[src/rtl/ptrl_pkg.sv]
// Purpose: constants for the palette test register logic
// Assumes: one clock, Avalon-MM register access
// Notes: identification value is arbitrary
package ptrl_pkg;
	// register map (byte addresses)
	localparam logic [3:0] PTRL_OFS_TEST = 4'h0;
	localparam logic [3:0] PTRL_OFS_STATUS = 4'h4;
	// channel selector codes
	localparam logic [2:0] PTRL_CH_PAL_RED = 3'h0;
	localparam logic [2:0] PTRL_CH_PAL_GREEN = 3'h1;
	localparam logic [2:0] PTRL_CH_PAL_BLUE = 3'h2;
	localparam logic [2:0] PTRL_CH_IDENT = 3'h3;
	localparam logic [2:0] PTRL_CH_ACC_RED = 3'h4;
	localparam logic [2:0] PTRL_CH_ACC_GREEN = 3'h5;
	localparam logic [2:0] PTRL_CH_ACC_BLUE = 3'h6;
	localparam logic [2:0] PTRL_CH_ANALOG = 3'h7;
	// field positions
	localparam int PTRL_SEL_LSB = 0;
	localparam int PTRL_RES_BIT = 3;
	localparam int PTRL_CMP_LSB = 4;
	// compare select codes
	localparam logic [3:0] PTRL_CMP_NONE = 4'h0;
	localparam logic [3:0] PTRL_CMP_R_B = 4'hA;
	localparam logic [3:0] PTRL_CMP_R_REF = 4'h9;
	localparam logic [3:0] PTRL_CMP_G_B = 4'h6;
	localparam logic [3:0] PTRL_CMP_G_REF = 4'h5;
	// reset values
	localparam logic [2:0] PTRL_SEL_RST = 3'h0;
	localparam logic [3:0] PTRL_CMPSEL_RST = 4'h0;
	localparam logic [7:0] PTRL_ACC_RST = 8'h00;
	// arbitrary identification value
	localparam logic [7:0] PTRL_IDENT_VALUE = 8'h5A;
	// bus answer state
	typedef enum logic [1:0] {
		PTRL_BUS_IDLE = 2'b01,
		PTRL_BUS_DONE = 2'b10
	} ptrl_bus_t;
endpackage

[src/rtl/ptrl_top.sv]
// Purpose: palette test register: selector, id, ones accumulation, analog test
// Assumes: i_mclk is the pixel clock; video pins are synchronised here
// Notes: registers reached over Avalon-MM with waitrequest
//
// Summary of operation
// - three-bit selector picks palette, identification, accumulation or analog channel
// - write loads selector; read returns data of the selected channel
// - palette reads advance red, green, blue, then wrap to red
// - identification value is constant, readable any time
// - identification read moves selector to red; back only by writing again
// - after writing 011 six reads give id, red, green, blue, red, green
// - codes 100, 101, 110 monitor red, green, blue palette byte
// - count all eight one bits of monitored byte into accumulator
// - same colour byte monitored for whole frame
// - accumulator saturates at 255
// - accumulation samples only every second pixel
// - frame sync fall copies accumulator to result, then clears it
// - result changes only on frame sync fall
// - before next frame selector changes to another accumulation colour
// - pixel phase fixed across frames, restarts only on reset
// - compare select bits loaded by every selector write, read back only with 111
// - bit 3 is read-only comparison result
// - 1010 red vs blue, 1001 red vs reference, 1 means red greater
// - 0110 green vs blue, 0101 green vs reference, 1 means green greater
// - result latched on falling edge of strobe from blanking
`timescale 1ns/1ps
module ptrl_top
	import ptrl_pkg::*;
#(
	parameter int DATA_W = 8
)(
	input wire logic i_mclk,
	input wire logic i_rstn,
	input wire logic [3:0] i_avs_address,
	input wire logic i_avs_read,
	input wire logic i_avs_write,
	input wire logic [31:0] i_avs_writedata,
	output logic [31:0] o_avs_readdata,
	output logic o_avs_waitrequest,
	input wire logic [7:0] i_pal_red,
	input wire logic [7:0] i_pal_green,
	input wire logic [7:0] i_pal_blue,
	input wire logic i_frame_sync_n,
	input wire logic i_blank_n,
	input wire logic i_cmp_red_gt_blue,
	input wire logic i_cmp_red_gt_ref,
	input wire logic i_cmp_green_gt_blue,
	input wire logic i_cmp_green_gt_ref,
	output logic [3:0] o_cmp_select
);
	generate
		if (DATA_W != 8)
		begin : g_bad_width
			$error("DATA_W must be 8");
		end
	endgenerate

	// --------------------------------------------------------------
	// input synchronisers
	// --------------------------------------------------------------
	logic [1:0] vs_sync_reg;
	logic [1:0] bl_sync_reg;
	logic [3:0] cmp_s1_reg;
	logic [3:0] cmp_s2_reg;
	logic vs_prev_reg;
	logic bl_prev_reg;
	logic vs_fall;
	logic bl_fall;

	// two flops per pin, then a history flop for edges
	always_ff @(posedge i_mclk)
	begin
		if (!i_rstn)
		begin
			vs_sync_reg <= 2'b11;
			bl_sync_reg <= 2'b11;
			cmp_s1_reg <= 4'h0;
			cmp_s2_reg <= 4'h0;
			vs_prev_reg <= 1'b1;
			bl_prev_reg <= 1'b1;
		end
		else
		begin
			vs_sync_reg <= {vs_sync_reg[0], i_frame_sync_n};
			bl_sync_reg <= {bl_sync_reg[0], i_blank_n};
			cmp_s1_reg <= {i_cmp_green_gt_ref, i_cmp_green_gt_blue,
				i_cmp_red_gt_ref, i_cmp_red_gt_blue};
			cmp_s2_reg <= cmp_s1_reg;
			vs_prev_reg <= vs_sync_reg[1];
			bl_prev_reg <= bl_sync_reg[1];
		end
	end

	assign vs_fall = vs_prev_reg & ~vs_sync_reg[1]; // only pin edge counts
	assign bl_fall = bl_prev_reg & ~bl_sync_reg[1];

	// --------------------------------------------------------------
	// bus slave
	// --------------------------------------------------------------
	ptrl_bus_t bus_state_reg;
	logic [2:0] sel_reg;
	logic [3:0] cmpsel_reg;
	logic result_reg;
	logic [7:0] acc_tmp_reg;
	logic [7:0] acc_red_reg;
	logic [7:0] acc_green_reg;
	logic [7:0] acc_blue_reg;
	logic phase_reg;
	logic bus_take;
	logic rd_test;
	logic wr_test;

	assign bus_take = (i_avs_read | i_avs_write) && bus_state_reg == PTRL_BUS_IDLE;
	assign rd_test = bus_take && i_avs_read && i_avs_address == PTRL_OFS_TEST;
	assign wr_test = bus_take && i_avs_write && i_avs_address == PTRL_OFS_TEST;

	// popcount of one palette byte
	function automatic logic [3:0] ones_of(input logic [7:0] b);
		logic [3:0] n;
		n = 4'h0;
		for (int k = 0; k < 8; k++)
		begin
			n = n + {3'h0, b[k]};
		end
		return n;
	endfunction

	// next palette channel with wrap
	function automatic logic [2:0] pal_next(input logic [2:0] s);
		logic [2:0] r;
		r = PTRL_CH_PAL_RED;
		if (s == PTRL_CH_PAL_RED)
			r = PTRL_CH_PAL_GREEN;
		else if (s == PTRL_CH_PAL_GREEN)
			r = PTRL_CH_PAL_BLUE;
		return r;
	endfunction

	// data word for the selected channel
	function automatic logic [7:0] chan_data(input logic [2:0] s, input logic [7:0] r,
		input logic [7:0] g, input logic [7:0] b, input logic [7:0] ar,
		input logic [7:0] ag, input logic [7:0] ab);
		logic [7:0] d;
		d = 8'h00;
		case (s)
			PTRL_CH_PAL_RED: d = r;
			PTRL_CH_PAL_GREEN: d = g;
			PTRL_CH_PAL_BLUE: d = b;
			PTRL_CH_IDENT: d = PTRL_IDENT_VALUE;
			PTRL_CH_ACC_RED: d = ar;
			PTRL_CH_ACC_GREEN: d = ag;
			PTRL_CH_ACC_BLUE: d = ab;
			default: d = 8'h00;
		endcase
		return d;
	endfunction

	// answer one cycle after the request is seen; then release
	always_ff @(posedge i_mclk)
	begin
		if (!i_rstn)
		begin
			bus_state_reg <= PTRL_BUS_IDLE;
			o_avs_readdata <= 32'h0000_0000;
		end
		else
		begin
			case (bus_state_reg)
				PTRL_BUS_IDLE:
				begin
					if (bus_take)
						bus_state_reg <= PTRL_BUS_DONE;
					if (rd_test)
						o_avs_readdata <= {24'h00_0000, (sel_reg == PTRL_CH_ANALOG) ?
							{cmpsel_reg, result_reg, sel_reg} :
							chan_data(sel_reg, i_pal_red, i_pal_green, i_pal_blue,
							acc_red_reg, acc_green_reg, acc_blue_reg)};
					else if (bus_take && i_avs_read && i_avs_address == PTRL_OFS_STATUS)
						o_avs_readdata <= {24'h00_0000, acc_tmp_reg};
					else if (bus_take)
						o_avs_readdata <= 32'h0000_0000;
				end
				default:
					bus_state_reg <= PTRL_BUS_IDLE;
			endcase
		end
	end

	// waitrequest high except in the answer cycle
	always_ff @(posedge i_mclk)
	begin
		if (!i_rstn)
			o_avs_waitrequest <= 1'b1;
		else
			o_avs_waitrequest <= ~bus_take;
	end

	// --------------------------------------------------------------
	// selector and compare select
	// --------------------------------------------------------------
	logic frame_adv;
	assign frame_adv = vs_fall && sel_reg[2] && sel_reg != PTRL_CH_ANALOG;

	// host write wins; otherwise read post-increment or frame rotation
	always_ff @(posedge i_mclk)
	begin
		if (!i_rstn)
		begin
			sel_reg <= PTRL_SEL_RST;
			cmpsel_reg <= PTRL_CMPSEL_RST;
		end
		else if (wr_test)
		begin
			sel_reg <= i_avs_writedata[PTRL_SEL_LSB +: 3];
			cmpsel_reg <= i_avs_writedata[PTRL_CMP_LSB +: 4];
		end
		else if (rd_test && sel_reg == PTRL_CH_IDENT)
			sel_reg <= PTRL_CH_PAL_RED;
		else if (rd_test && !sel_reg[2] && sel_reg != PTRL_CH_IDENT)
			sel_reg <= pal_next(sel_reg);
		else if (frame_adv)
			sel_reg <= (sel_reg == PTRL_CH_ACC_BLUE) ? PTRL_CH_ACC_RED :
				sel_reg + 3'h1;
	end

	// compare select to the analog side, new value in the write cycle
	always_ff @(posedge i_mclk)
	begin
		if (!i_rstn)
			o_cmp_select <= PTRL_CMPSEL_RST;
		else
			o_cmp_select <= wr_test ? i_avs_writedata[PTRL_CMP_LSB +: 4] : cmpsel_reg;
	end

	// --------------------------------------------------------------
	// ones accumulation
	// --------------------------------------------------------------
	logic [7:0] mon_byte;
	logic [8:0] acc_sum;
	assign mon_byte = (sel_reg == PTRL_CH_ACC_GREEN) ? i_pal_green :
		(sel_reg == PTRL_CH_ACC_BLUE) ? i_pal_blue : i_pal_red;
	assign acc_sum = {1'b0, acc_tmp_reg} + {5'h00, ones_of(mon_byte)};

	// free-running half-rate phase, restarts only on reset
	always_ff @(posedge i_mclk)
	begin
		if (!i_rstn)
			phase_reg <= 1'b0;
		else
			phase_reg <= ~phase_reg;
	end

	// accumulate on sampled pixels; frame sync fall transfers and clears
	always_ff @(posedge i_mclk)
	begin
		if (!i_rstn)
		begin
			acc_tmp_reg <= PTRL_ACC_RST;
			acc_red_reg <= PTRL_ACC_RST;
			acc_green_reg <= PTRL_ACC_RST;
			acc_blue_reg <= PTRL_ACC_RST;
		end
		else if (vs_fall)
		begin
			acc_tmp_reg <= PTRL_ACC_RST;
			if (sel_reg == PTRL_CH_ACC_RED)
				acc_red_reg <= acc_tmp_reg;
			else if (sel_reg == PTRL_CH_ACC_GREEN)
				acc_green_reg <= acc_tmp_reg;
			else if (sel_reg == PTRL_CH_ACC_BLUE)
				acc_blue_reg <= acc_tmp_reg;
		end
		else if (phase_reg && sel_reg[2] && sel_reg != PTRL_CH_ANALOG)
			acc_tmp_reg <= acc_sum[8] ? 8'hFF : acc_sum[7:0];
	end

	// --------------------------------------------------------------
	// analog comparison result
	// --------------------------------------------------------------
	always_ff @(posedge i_mclk)
	begin
		if (!i_rstn)
			result_reg <= 1'b0;
		else if (bl_fall)
		begin
			case (cmpsel_reg)
				PTRL_CMP_R_B: result_reg <= cmp_s2_reg[0];
				PTRL_CMP_R_REF: result_reg <= cmp_s2_reg[1];
				PTRL_CMP_G_B: result_reg <= cmp_s2_reg[2];
				PTRL_CMP_G_REF: result_reg <= cmp_s2_reg[3];
				default: result_reg <= 1'b0;
			endcase
		end
	end
endmodule

[config.mk]
export PLATFORM = sky130hd
export DESIGN_NAME = ptrl_top
export DESIGN_NICKNAME = d
export VERILOG_FILES = /design/src/rtl/ptrl_pkg.sv /design/src/rtl/ptrl_top.sv
export SDC_FILE = /design/constraint.sdc
export NUM_CORES = 1
export LEC_CHECK = 0
export ABC_AREA = 1
export BUFFER_PORTS_ARGS = -buffer_cell sky130_fd_sc_hd__buf_2
export CORE_AREA = 2 2 81 102
export CTS_CLUSTER_DIAMETER = 150
export DETAILED_ROUTE_END_ITERATION = 16
export DIE_AREA = 0 0 83 104
export PLACE_DENSITY = 0.77
export SLEW_MARGIN = 20
export SYNTH_ARGS = -nofsm -noshare
export SYNTH_HDL_FRONTEND = slang
export SYNTH_SLANG_ARGS = --single-unit
[constraint.sdc]
create_clock -name i_mclk -period 4.4 [get_ports i_mclk]
set_clock_uncertainty 0.05 [all_clocks]
set_input_delay 0.22 -clock i_mclk [delete_from_list [all_inputs] [get_ports i_mclk]]
set_output_delay 0.22 -clock i_mclk [all_outputs]
set_load 0.02 [all_outputs]
==> reports/results.tsv, run 1 <==
metric	value	unit
Post-Place Setup Slack	85.2	ps
peak supply drop	231	µV
FF-to-FF setup slack	270	ps
synthesized area per cell	6.88	µm²
worst reg2reg path depth	19	
RSZ-0062 raised after global routing	false	
HPWL after detailed placement	7.16	mm
Die Wd	83	µm
initial antenna violation count	0	
total vias in the final route	3841	
largest net degree at the start of global routing	49	
Routed WL	9.92	mm
Yosys reg bits	66	
Worst Path Required	4630	ps
gr ovfl total	0	
Clk pwr share	41.0	%
Gate power share	14.4	%
Post-synth ARST share	0	%
Final Cell Area	4430	µm²
commonest non-fill, non-tap cell in the layout	nand2_1	
critical path cell sequence	inv_6 > nand2_4 > nor2_8 > inv_4 > nor2_1 > o21ai_1 > fa_1 > fa_1 > inv_1 > fa_1 > fa_1 > inv_1 > fa_2 > nand3_1 > nand3_1 > nand2_2 > nor3_2 > inv_1 > a21oi_1	
period utilisation layout	93.9	%
Largest stage delay, worst path	540	ps
initial core utilization	51.6	%
status	finished, final reports clean	
drt drc	0	
Top cell by count, worst path	fa_1	
crit path launch type	register	
register area share after synthesis	33.3	%
port buffer count	57	
Top-Level Pins	107	
CP Class	reg -> reg	
Layout area overhead	11.6	%
first-pass GRT wire length	16.5	mm
Synth Instances	577	
kind of end point of the critical path	register	
max_cap viols	0	
relative slew slack	49.7	%
Setup WS post-layout	269	ps
setup violators final	0	
Area contributors post-synth	dfxtp_1 33%, nand2_1 14%, nor2_1 6.9%	
ratio of cells with drive above 1 in the final layout	18.8	%
DR WL/cell	13.5	µm
Site Rows	36	
CP max FO	10	
Max Slew Vio Count	0	
vias per cell	5.23	
DRC marker count from the first detailed-route iteration	374	
clk root buf	clkbuf_8	
Hold Crit Depth	3	
worst r2r src	sel_reg[0]	
Fmax achieved	0.242	GHz
EDFF count, synth	0	
Critical Path AT	4360	ps
most frequent cells in the layout	143 x nand2_1, 73 x nor2_1, 64 x dfxtp_1	
worst path bufs/invs	5	
Core Util, Final	57.6	%
worst-margin pin slew	755	ps
synth warn	0	
Final Wtd Congestion	0.953	
Final TNS setup	0	ps
CTS H-Tree Depth	3	
clock slew at reported path FFs	80	ps
cts bufs inserted	9	
Final ANT Viol Nets	0	
Int Pwr	1010	µW
Synth cell types	37	
pwr dens	316	nW/µm²
Seq pwr share	44.6	%
Worst-Skew Late Latency	350	ps
Ant. Diodes	0	
Mapped Area	3970	µm²
clock sinks	66	
sw frac	27.9	%
Global Route Usage Sum	23.5	%
drt pass-1 iters	7	
switching power	391	µW
LEAKAGE	0.00229	µW
vias in the first global route	3475	
Worst Hold Endpoint	o_cmp_select[1]	
Nets	717	
final hold vios	0	
CP delay by family, top	adder cells	
CTS tree	built	
R2R Path End	acc_tmp_reg[7]	
Area after DPL	4130	µm²
Longest Clk Path Bufs	2	
Synth top area share	33.3	%
cell taking the most area after synthesis	dfxtp_1	
DIE AREA	8630	µm²
Synth Flop Type	dfxtp_1	
Tmin final	4130	ps
Chip Height	104	µm
Core Area	7700	µm²
HP Start	i_avs_writedata[5]	
CP max-delay cell	fa_1	
HP Class	in -> reg	
layout make-up:
type | instances | area [µm²]
clock buffer | 9 | 124
clock inverter | 7 | 100
fill | 729 | 3270
inverter | 63 | 244
multi-input combinational | 423 | 2120
sequential | 66 | 1320
tap | 95 | 119
timing repair buffer | 71 | 405
stage by stage:
stage	power (µW)	instances	hold slack, ps
2_1_floorplan	788	600	268
3_3_place_gp	828	711	344
3_5_place_dp	831	711	349
4_1_cts	1410	733	33.1
5_1_grt	1470	734	62.8
6_report	1400	734	48.0
worst reg2reg max path: stages (launching register included):
cell and delay, ps:
dfxtp_2 370, inv_6 110, nand2_4 90, nor2_8 170, inv_4 80, nor2_1 90
o21ai_1 90, fa_1 490, fa_1 540, inv_1 50, fa_1 500, fa_1 450
inv_1 110, fa_2 220, nand3_1 70, nand3_1 100, nand2_2 100, nor3_2 150
inv_1 80, a21oi_1 140
worst max-delay path by stage:
stage / from / to / slack [ps] / cells after the start
5_1_grt: sel_reg[0] / acc_tmp_reg[5] / 20 / 19
2_1_floorplan: sel_reg[1] / acc_tmp_reg[2] / 370 / 19
4_1_cts: sel_reg[0] / acc_tmp_reg[5] / 50 / 19
6_report: sel_reg[0] / acc_tmp_reg[7] / 270 / 19
3_5_place_dp: sel_reg[0] / acc_tmp_reg[7] / 90 / 19
3_3_place_gp: sel_reg[0] / acc_tmp_reg[2] / 150 / 19
power groups by stage:
stage               registers [µW]  clock network [µW]  logic [µW]
CTS                            625                 588         197
detailed placement             639                   0         192
finish                         625                 575         201
global placement               638                   0         190
floorplan                      648                   0         140
global route                   627                 617         225
synth_stat cells, types with 5 or more instances:
cell type and n:
nand2_1 144, nor2_1 73, dfxtp_1 66, inv_1 56, o21ai_0 43, nand3_1 36, buf_4 28, a21oi_1 24
nand4_1 19, buf_6 9, ha_1 8, o21ai_1 7, or2_2 7, nor2_4 6, a21oi_2 5, fa_1 5
inv_2 5
logic make-up after synthesis:
kind of cell | count (synthesis) | synth area share (%)
adders and majority gates | 13 | 5.04
and+or+nand+nor | 299 | 33.8
other | 1 | 0.0944
buffers and inverters | 111 | 15.9
AOI/OAI and AO/OA | 85 | 11.5
DFF | 66 | 33.3
xor gates and xnor gates | 2 | 0.441
routing by layer:
| metal | track usage (%) | vias to the layer above | part of all wire, % |
|---|---|---|---|
| met5 | 0 | - | 0 |
| met4 | 8.90 | 0 | 2.8 |
| met3 | 5.24 | 26 | 5.8 |
| met2 | 38.2 | 148 | 48 |
| met1 | 30.3 | 1752 | 43 |
| li1 | - | 1915 | - |
timing repair:
| action | 4_1_cts | 5_1_grt |
|---|---|---|
| endpoints found under the setup margin | 0 | 8 |
| hold buffers | 6 | 0 |
| hold endpoints to repair | 6 | 0 |
| setup buffers | 0 | 1 |
| gates resized for setup | 0 | 8 |
Note: power is estimated with default switching activity, not from simulation.
==> run 2, diff against run 1 <==
--- a/config.mk
+++ b/config.mk
@@ -7,11 +7,11 @@
 export LEC_CHECK = 0
 export ABC_AREA = 1
 export BUFFER_PORTS_ARGS = -buffer_cell sky130_fd_sc_hd__buf_2
-export CORE_AREA = 2 2 81 102
+export CORE_AREA = 2 2 93 117
 export CTS_CLUSTER_DIAMETER = 150
 export DETAILED_ROUTE_END_ITERATION = 16
-export DIE_AREA = 0 0 83 104
-export PLACE_DENSITY = 0.77
+export DIE_AREA = 0 0 95 119
+export PLACE_DENSITY = 0.6
 export SLEW_MARGIN = 20
 export SYNTH_ARGS = -nofsm -noshare
 export SYNTH_HDL_FRONTEND = slang
==> run 2 against run 1 <==
Sequential share of layout area down 0.49 points. Largest power group is now clock. Core utilization down 14 points. Non-clock buffer count down 4. Cell area up 1.9%. Final cell count up 4.5%.
==> reports/results.tsv, run 2 (synthesis gave the netlist of run 1 again) <==
metric	value	unit	change
kind of end point of the critical path	register		unchanged
Longest Clk Path Bufs	2		unchanged
Ant. Diodes	0		unchanged
Tmin final	4120	ps	was 4130 ps
vias in the first global route	3389		was 3475
Nets	713		was 717
Critical Path AT	4320	ps	was 4360 ps
Setup WS post-layout	282	ps	was 269 ps
CP delay by family, top	adder cells		unchanged
final hold vios	0		unchanged
LEAKAGE	0.00231	µW	was 0.00229 µW
cts bufs inserted	9		unchanged
total vias in the final route	3720		was 3841
commonest non-fill, non-tap cell in the layout	nand2_1		unchanged
CP Class	reg -> reg		unchanged
clock sinks	66		unchanged
Final Wtd Congestion	0.823		was 0.953
Largest stage delay, worst path	550	ps	was 540 ps
Worst Path Required	4610	ps	was 4630 ps
Hold Crit Depth	2		was 3
critical path cell sequence	inv_6 > nand2_4 > nor2_8 > inv_2 > nor2_1 > o21ai_1 > buf_4 > fa_1 > fa_1 > inv_1 > fa_1 > fa_1 > inv_2 > fa_2 > nand3_1 > nand3_1 > nand2_2 > nor3_2 > inv_1 > a21oi_1		was inv_6 > nand2_4 > nor2_8 > inv_4 > nor2_1 > o21ai_1 > fa_1 > fa_1 > inv_1 > fa_1 > fa_1 > inv_1 > fa_2 > nand3_1 > nand3_1 > nand2_2 > nor3_2 > inv_1 > a21oi_1
relative slew slack	50.0	%	was 49.7%
met2 Use GR	30.5	%	was 38.2%
Fmax achieved	0.243	GHz	was 0.242 GHz
Final TNS setup	0	ps	unchanged
Top cell by count, worst path	fa_1		unchanged
Worst-Skew Late Latency	330	ps	was 350 ps
Chip Height	119	µm	was 104 µm
CP max-delay cell	fa_1		unchanged
Area after DPL	4200	µm²	was 4130 µm²
clk root buf	clkbuf_16		was clkbuf_8
global routing's busiest layer	met2		unchanged
initial antenna violation count	0		unchanged
worst path bufs/invs	6		was 5
RSZ-0062 raised after global routing	false		unchanged
CTS H-Tree Depth	3		unchanged
drt drc	0		unchanged
Post-Place Setup Slack	106	ps	was 85.2 ps
total setup buffers inserted after CTS	0		unchanged
grt met1 use	23.2	%	was 30.3%
CTS tree	built		unchanged
Final ANT Viol Nets	0		unchanged
pwr dens	343	nW/µm²	was 316 nW/µm²
Core Area	10400	µm²	was 7700 µm²
post-CTS resize count	0		unchanged
worst reg2reg path depth	20		was 19
period utilisation layout	93.6	%	was 93.9%
grt met3 use	3.86	%	was 5.24%
vias per cell	4.85		was 5.23
DR WL/cell	13.1	µm	was 13.5 µm
drt pass-1 iters	4		was 7
Post-CTS Hold Fix Bufs	0		was 6
Routed WL	10.1	mm	was 9.92 mm
peak supply drop	218	µV	was 231 µV
Die Wd	95	µm	was 83 µm
FF-to-FF setup slack	280	ps	was 270 ps
port buffer count	57		unchanged
DRC marker count from the first detailed-route iteration	186		was 374
status	finished, final reports clean		unchanged
largest net degree at the start of global routing	49		unchanged
DIE AREA	11300	µm²	was 8630 µm²
# fillers	1080		was 729
ratio of cells with drive above 1 in the final layout	19.1	%	was 18.8%
gr ovfl total	0		unchanged
most frequent cells in the layout	144 x nand2_1, 73 x nor2_1, 64 x dfxtp_1		was 143 x nand2_1, 73 x nor2_1, 64 x dfxtp_1
Layout area overhead	13.7	%	was 11.6%
max_cap viols	0		unchanged
clock slew at reported path FFs	60	ps	was 80 ps
Worst Hold Endpoint	vs_sync_reg[0]		was o_cmp_select[1]
HPWL after detailed placement	7.47	mm	was 7.16 mm
first-pass GRT wire length	16.1	mm	was 16.5 mm
R2R Path End	acc_tmp_reg[7]		unchanged
Max Slew Vio Count	0		unchanged
worst-margin pin slew	748	ps	was 755 ps
worst r2r src	sel_reg[0]		unchanged
setup violators final	0		unchanged
Site Rows	42		was 36
CP max FO	10		unchanged
initial core utilization	38.4	%	was 51.6%
HP Start	i_frame_sync_n		was i_avs_writedata[5]
HP Class	in -> reg		unchanged
Top-Level Pins	107		unchanged
Global Route Usage Sum	18.4	%	was 23.5%
crit path launch type	register		unchanged
Final Cell Area	4520	µm²	was 4430 µm²
==> run 2: how the worst max path moves through the flow <==
stage / to / from / depth (start not counted)
final: acc_tmp_reg[7] / sel_reg[0] / 20
after global routing: acc_tmp_reg[7] / sel_reg[0] / 20
after CTS: acc_tmp_reg[7] / sel_reg[1] / 20
after detailed placement: acc_tmp_reg[7] / sel_reg[1] / 20
after global placement: acc_tmp_reg[7] / sel_reg[1] / 20
after floorplan: acc_tmp_reg[2] / sel_reg[1] / 19
==> run 2: final cells by class <==
type | instances | area, µm² | area share, %
Tap cell | 132 | 165 | 3.66
Multi-Input combinational cell | 423 | 2110 | 46.8
Clock buffer | 12 | 256 | 5.68
Inverter | 63 | 244 | 5.40
Sequential cell | 66 | 1330 | 29.4
Timing Repair Buffer | 67 | 360 | 7.98
Clock inverter | 4 | 50.0 | 1.11
==> run 2: through the flow <==
step	power [µW]	instances	hold slack, ps	util [%]
2_1_floorplan	788	600	268	-
6_report	1550	767	20.4	43.6
4_1_cts	1560	767	14.4	43.5
3_3_place_gp	831	751	344	40.5
3_5_place_dp	834	751	352	40.5
5_1_grt	1610	767	17.4	43.6
==> run 2: report_power, final <==
group          total [µW]  internal (µW)  leakage [µW]  switching (µW)
clock network         724            468      0.000145             256
logic                 199           68.0       0.00162             131
registers             625            616      0.000539            8.49
total                1550           1150       0.00231             396
==> run 2: per-layer routing <==
metal	up-vias	wire, µm	part of all wire, %
met5	-	0	0
met4	0	201	2.0
met3	12	485	4.8
met2	104	4840	48
met1	1705	4540	45
li1	1899	-	-
==> run 3, diff against run 2 <==
--- a/config.mk
+++ b/config.mk
@@ -5,13 +5,12 @@
 export SDC_FILE = /design/constraint.sdc
 export NUM_CORES = 1
 export LEC_CHECK = 0
-export ABC_AREA = 1
 export BUFFER_PORTS_ARGS = -buffer_cell sky130_fd_sc_hd__buf_2
 export CORE_AREA = 2 2 93 117
 export CTS_CLUSTER_DIAMETER = 150
 export DETAILED_ROUTE_END_ITERATION = 16
 export DIE_AREA = 0 0 95 119
-export PLACE_DENSITY = 0.6
+export PLACE_DENSITY = 0.61
 export SLEW_MARGIN = 20
 export SYNTH_ARGS = -nofsm -noshare
 export SYNTH_HDL_FRONTEND = slang
==> run 3 against run 2 <==
Critical path type unchanged. Combinational power hardly changed. Clock power about the same. Critical endpoint is now acc_tmp_reg[3]. Register-to-register slack got worse by 20 ps. Die area did not move.
==> reports/results.tsv, run 3 <==
metric	value	unit	change
status	finished, final reports clean		unchanged
clock slew at reported path FFs	60	ps	about the same
Synth Instances	443		was 577
Top-Level Pins	107		unchanged
commonest non-fill, non-tap cell in the layout	dfxtp_1		was nand2_1
synth warn	0		unchanged
CTS H-Tree Depth	3		unchanged
clock sinks	66		unchanged
clk root buf	clkbuf_16		unchanged
critical path cell sequence	nor2b_2 > nand2_1 > o21ai_0 > a21oi_1 > o21ai_0 > fa_1 > fa_1 > inv_1 > fa_1 > fa_2 > inv_1 > fa_2 > and3_4 > nor2_1 > nor3_1 > buf_4 > nor3_1 > nor3_1		was inv_6 > nand2_4 > nor2_8 > inv_2 > nor2_1 > o21ai_1 > buf_4 > fa_1 > fa_1 > inv_1 > fa_1 > fa_1 > inv_2 > fa_2 > nand3_1 > nand3_1 > nand2_2 > nor3_2 > inv_1 > a21oi_1
Global Route Usage Sum	19.8	%	was 18.4%
ratio of cells with drive above 1 in the final layout	23.4	%	was 19.1%
Final Wtd Congestion	0.845		was 0.823
Synth Flop Type	dfxtp_1		unchanged
max_cap viols	0		unchanged
CP Class	reg -> reg		unchanged
register area share after synthesis	33.0	%	was 33.3%
synthesized area per cell	9.04	µm²	was 6.88 µm²
CP max-delay cell	fa_1		unchanged
Post-Place Setup Slack	106	ps	about the same
largest net degree at the start of global routing	38		was 49
Yosys reg bits	66		unchanged
CP delay by family, top	adder cells		unchanged
Fmax achieved	0.242	GHz	was 0.243 GHz
Area contributors post-synth	dfxtp_1 33%, mux2i_1 8.2%, buf_4 5.2%		was dfxtp_1 33%, nand2_1 14%, nor2_1 6.9%
vias in the first global route	3368		was 3389
Synth top area share	33.0	%	was 33.3%
kind of end point of the critical path	register		unchanged
cts bufs inserted	9		unchanged
Setup WS post-layout	263	ps	was 282 ps
Top Layer Used	met4		unchanged
Final ANT Viol Nets	0		unchanged
EDFF count, synth	0		unchanged
most frequent cells in the layout	65 x dfxtp_1, 57 x buf_2, 46 x nor2_1		was 144 x nand2_1, 73 x nor2_1, 64 x dfxtp_1
worst-margin pin slew	686	ps	was 748 ps
cell with the most instances after synthesis	dfxtp_1		was nand2_1
setup violators final	0		unchanged
initial antenna violation count	0		unchanged
drt pass-1 iters	5		was 4
peak supply drop	153	µV	was 218 µV
Site Rows	42		unchanged
Max Slew Vio Count	0		unchanged
Worst-Skew Late Latency	340	ps	was 330 ps
Critical Path AT	4350	ps	was 4320 ps
Die Wd	95	µm	unchanged
HPWL after detailed placement	7.84	mm	was 7.47 mm
met3 wire length	462	µm	was 485 µm
pwr dens	337	nW/µm²	was 343 nW/µm²
Final TNS setup	0	ps	unchanged
Mapped Area	4010	µm²	was 3970 µm²
M1 WL	4.59	mm	was 4.54 mm
CP max FO	5		was 10
DIE AREA	11300	µm²	unchanged
most frequent cells after synthesis	66 x dfxtp_1, 46 x nor2_1, 33 x mux2i_1		was 144 x nand2_1, 73 x nor2_1, 66 x dfxtp_1
Largest stage delay, worst path	550	ps	about the same
Post-CTS Hold Fix Bufs	0		unchanged
gr ovfl total	0		unchanged
Chip Height	119	µm	unchanged
total vias in the final route	3454		was 3720
HP Class	in -> reg		unchanged
Routed WL	10.8	mm	was 10.1 mm
Layout area overhead	14.2	%	was 13.7%
cell taking the most area after synthesis	dfxtp_1		unchanged
Ant. Diodes	0		unchanged
DR WL/cell	17.1	µm	was 13.1 µm
first-pass GRT wire length	17.2	mm	was 16.1 mm
Worst Path Required	4610	ps	about the same
CTS tree	built		unchanged
crit path launch type	register		unchanged
worst path bufs/invs	3		was 6
vias per cell	5.47		was 4.85
Synth cell types	69		was 37
Longest Clk Path Bufs	2		unchanged
drt drc	0		unchanged
RSZ-0062 raised after global routing	false		unchanged
Post-synth ARST share	0	%	unchanged
Nets	577		was 713
period utilisation layout	94.0	%	was 93.6%
DRC marker count from the first detailed-route iteration	206		was 186
initial core utilization	38.7	%	was 38.4%
met2 wire len	5.50	mm	was 4.84 mm
Tmin final	4140	ps	was 4120 ps
LEAKAGE	0.00192	µW	was 0.00231 µW
port buffer count	57		unchanged
relative slew slack	54.2	%	was 50.0%
Core Area	10400	µm²	unchanged
Post-Layout Cell Count	631		was 767
Core Util, Final	44.2	%	was 43.6%
dpl cells	615		was 751
final hold vios	0		unchanged
-- run 3: cell count changes in the layout (fill, tap and decap cells not counted), moves of 19 or more --
cell	change
nand4_1	-19
inv_1	-43
nand3_1	-31
nor2_1	-27
o21ai_0	-21
mux2i_1	+33
nand2_1	-122
-- run 3: cell type report --
type | count | area (µm²)
fillers | 1014 | 5780
multi-input cells | 333 | 2340
flip-flops and latches | 66 | 1330
repair buffers | 71 | 390
clock buffers | 10 | 239
well taps | 132 | 165
clock inverters | 6 | 66.3
inverters | 13 | 48.8
-- run 3: timing repair --
item,CTS,global route
resized for setup,0,8
buffers inserted,0,0
setup endpoints to repair,0,8
-- run 3: cell families (layout without fill, tap and decap cells) --
group           Yosys count  after routing  share of synthesized area [%]
xor+xnor                  2              2                          0.437
fa+ha+maj                13             13                           5.00
simple gates            138            138                           18.7
other cells               1             24                         0.0936
compound gates          113            113                           19.2
buf+inv                  67            100                           11.2
flops                    66             66                           33.0
mux                      43             43                           12.3
-- run 3: worst paths after layout --
check	depth (start not counted)	start	slack (ps)	to
setup / recovery	18	sel_reg[2]	260	acc_tmp_reg[3]
hold / removal	2	i_blank_n	10	bl_sync_reg[0]
setup reg to reg	18	sel_reg[2]	260	acc_tmp_reg[3]
hold reg to reg	1	vs_sync_reg[0]	370	vs_sync_reg[1]
-- run 3: where the power goes --
group | internal (µW) | total (µW) | leakage, µW | switching, µW
Sequential | 611 | 618 | 0.000537 | 6.65
Combinational | 76.8 | 199 | 0.00124 | 123
Clock | 453 | 726 | 0.000141 | 273
Total | 1140 | 1540 | 0.00192 | 402
-- run 3: metrics by stage --
stage,total power [µW],area (µm²),hold slack [ps]
2_1_floorplan,782,4090,243
3_3_place_gp,823,4250,348
3_5_place_dp,825,4250,357
4_1_cts,1550,4550,9.05
5_1_grt,1600,4570,8.39
6_report,1540,4570,12.8
-- run 3: per-layer routing --
| layer | vias up | GRT usage, % |
|---|---|---|
| li1 | 1651 | - |
| met1 | 1681 | 24.5 |
| met2 | 104 | 33.2 |
| met3 | 18 | 2.97 |
| met4 | 0 | 9.51 |
| met5 | - | 0 |
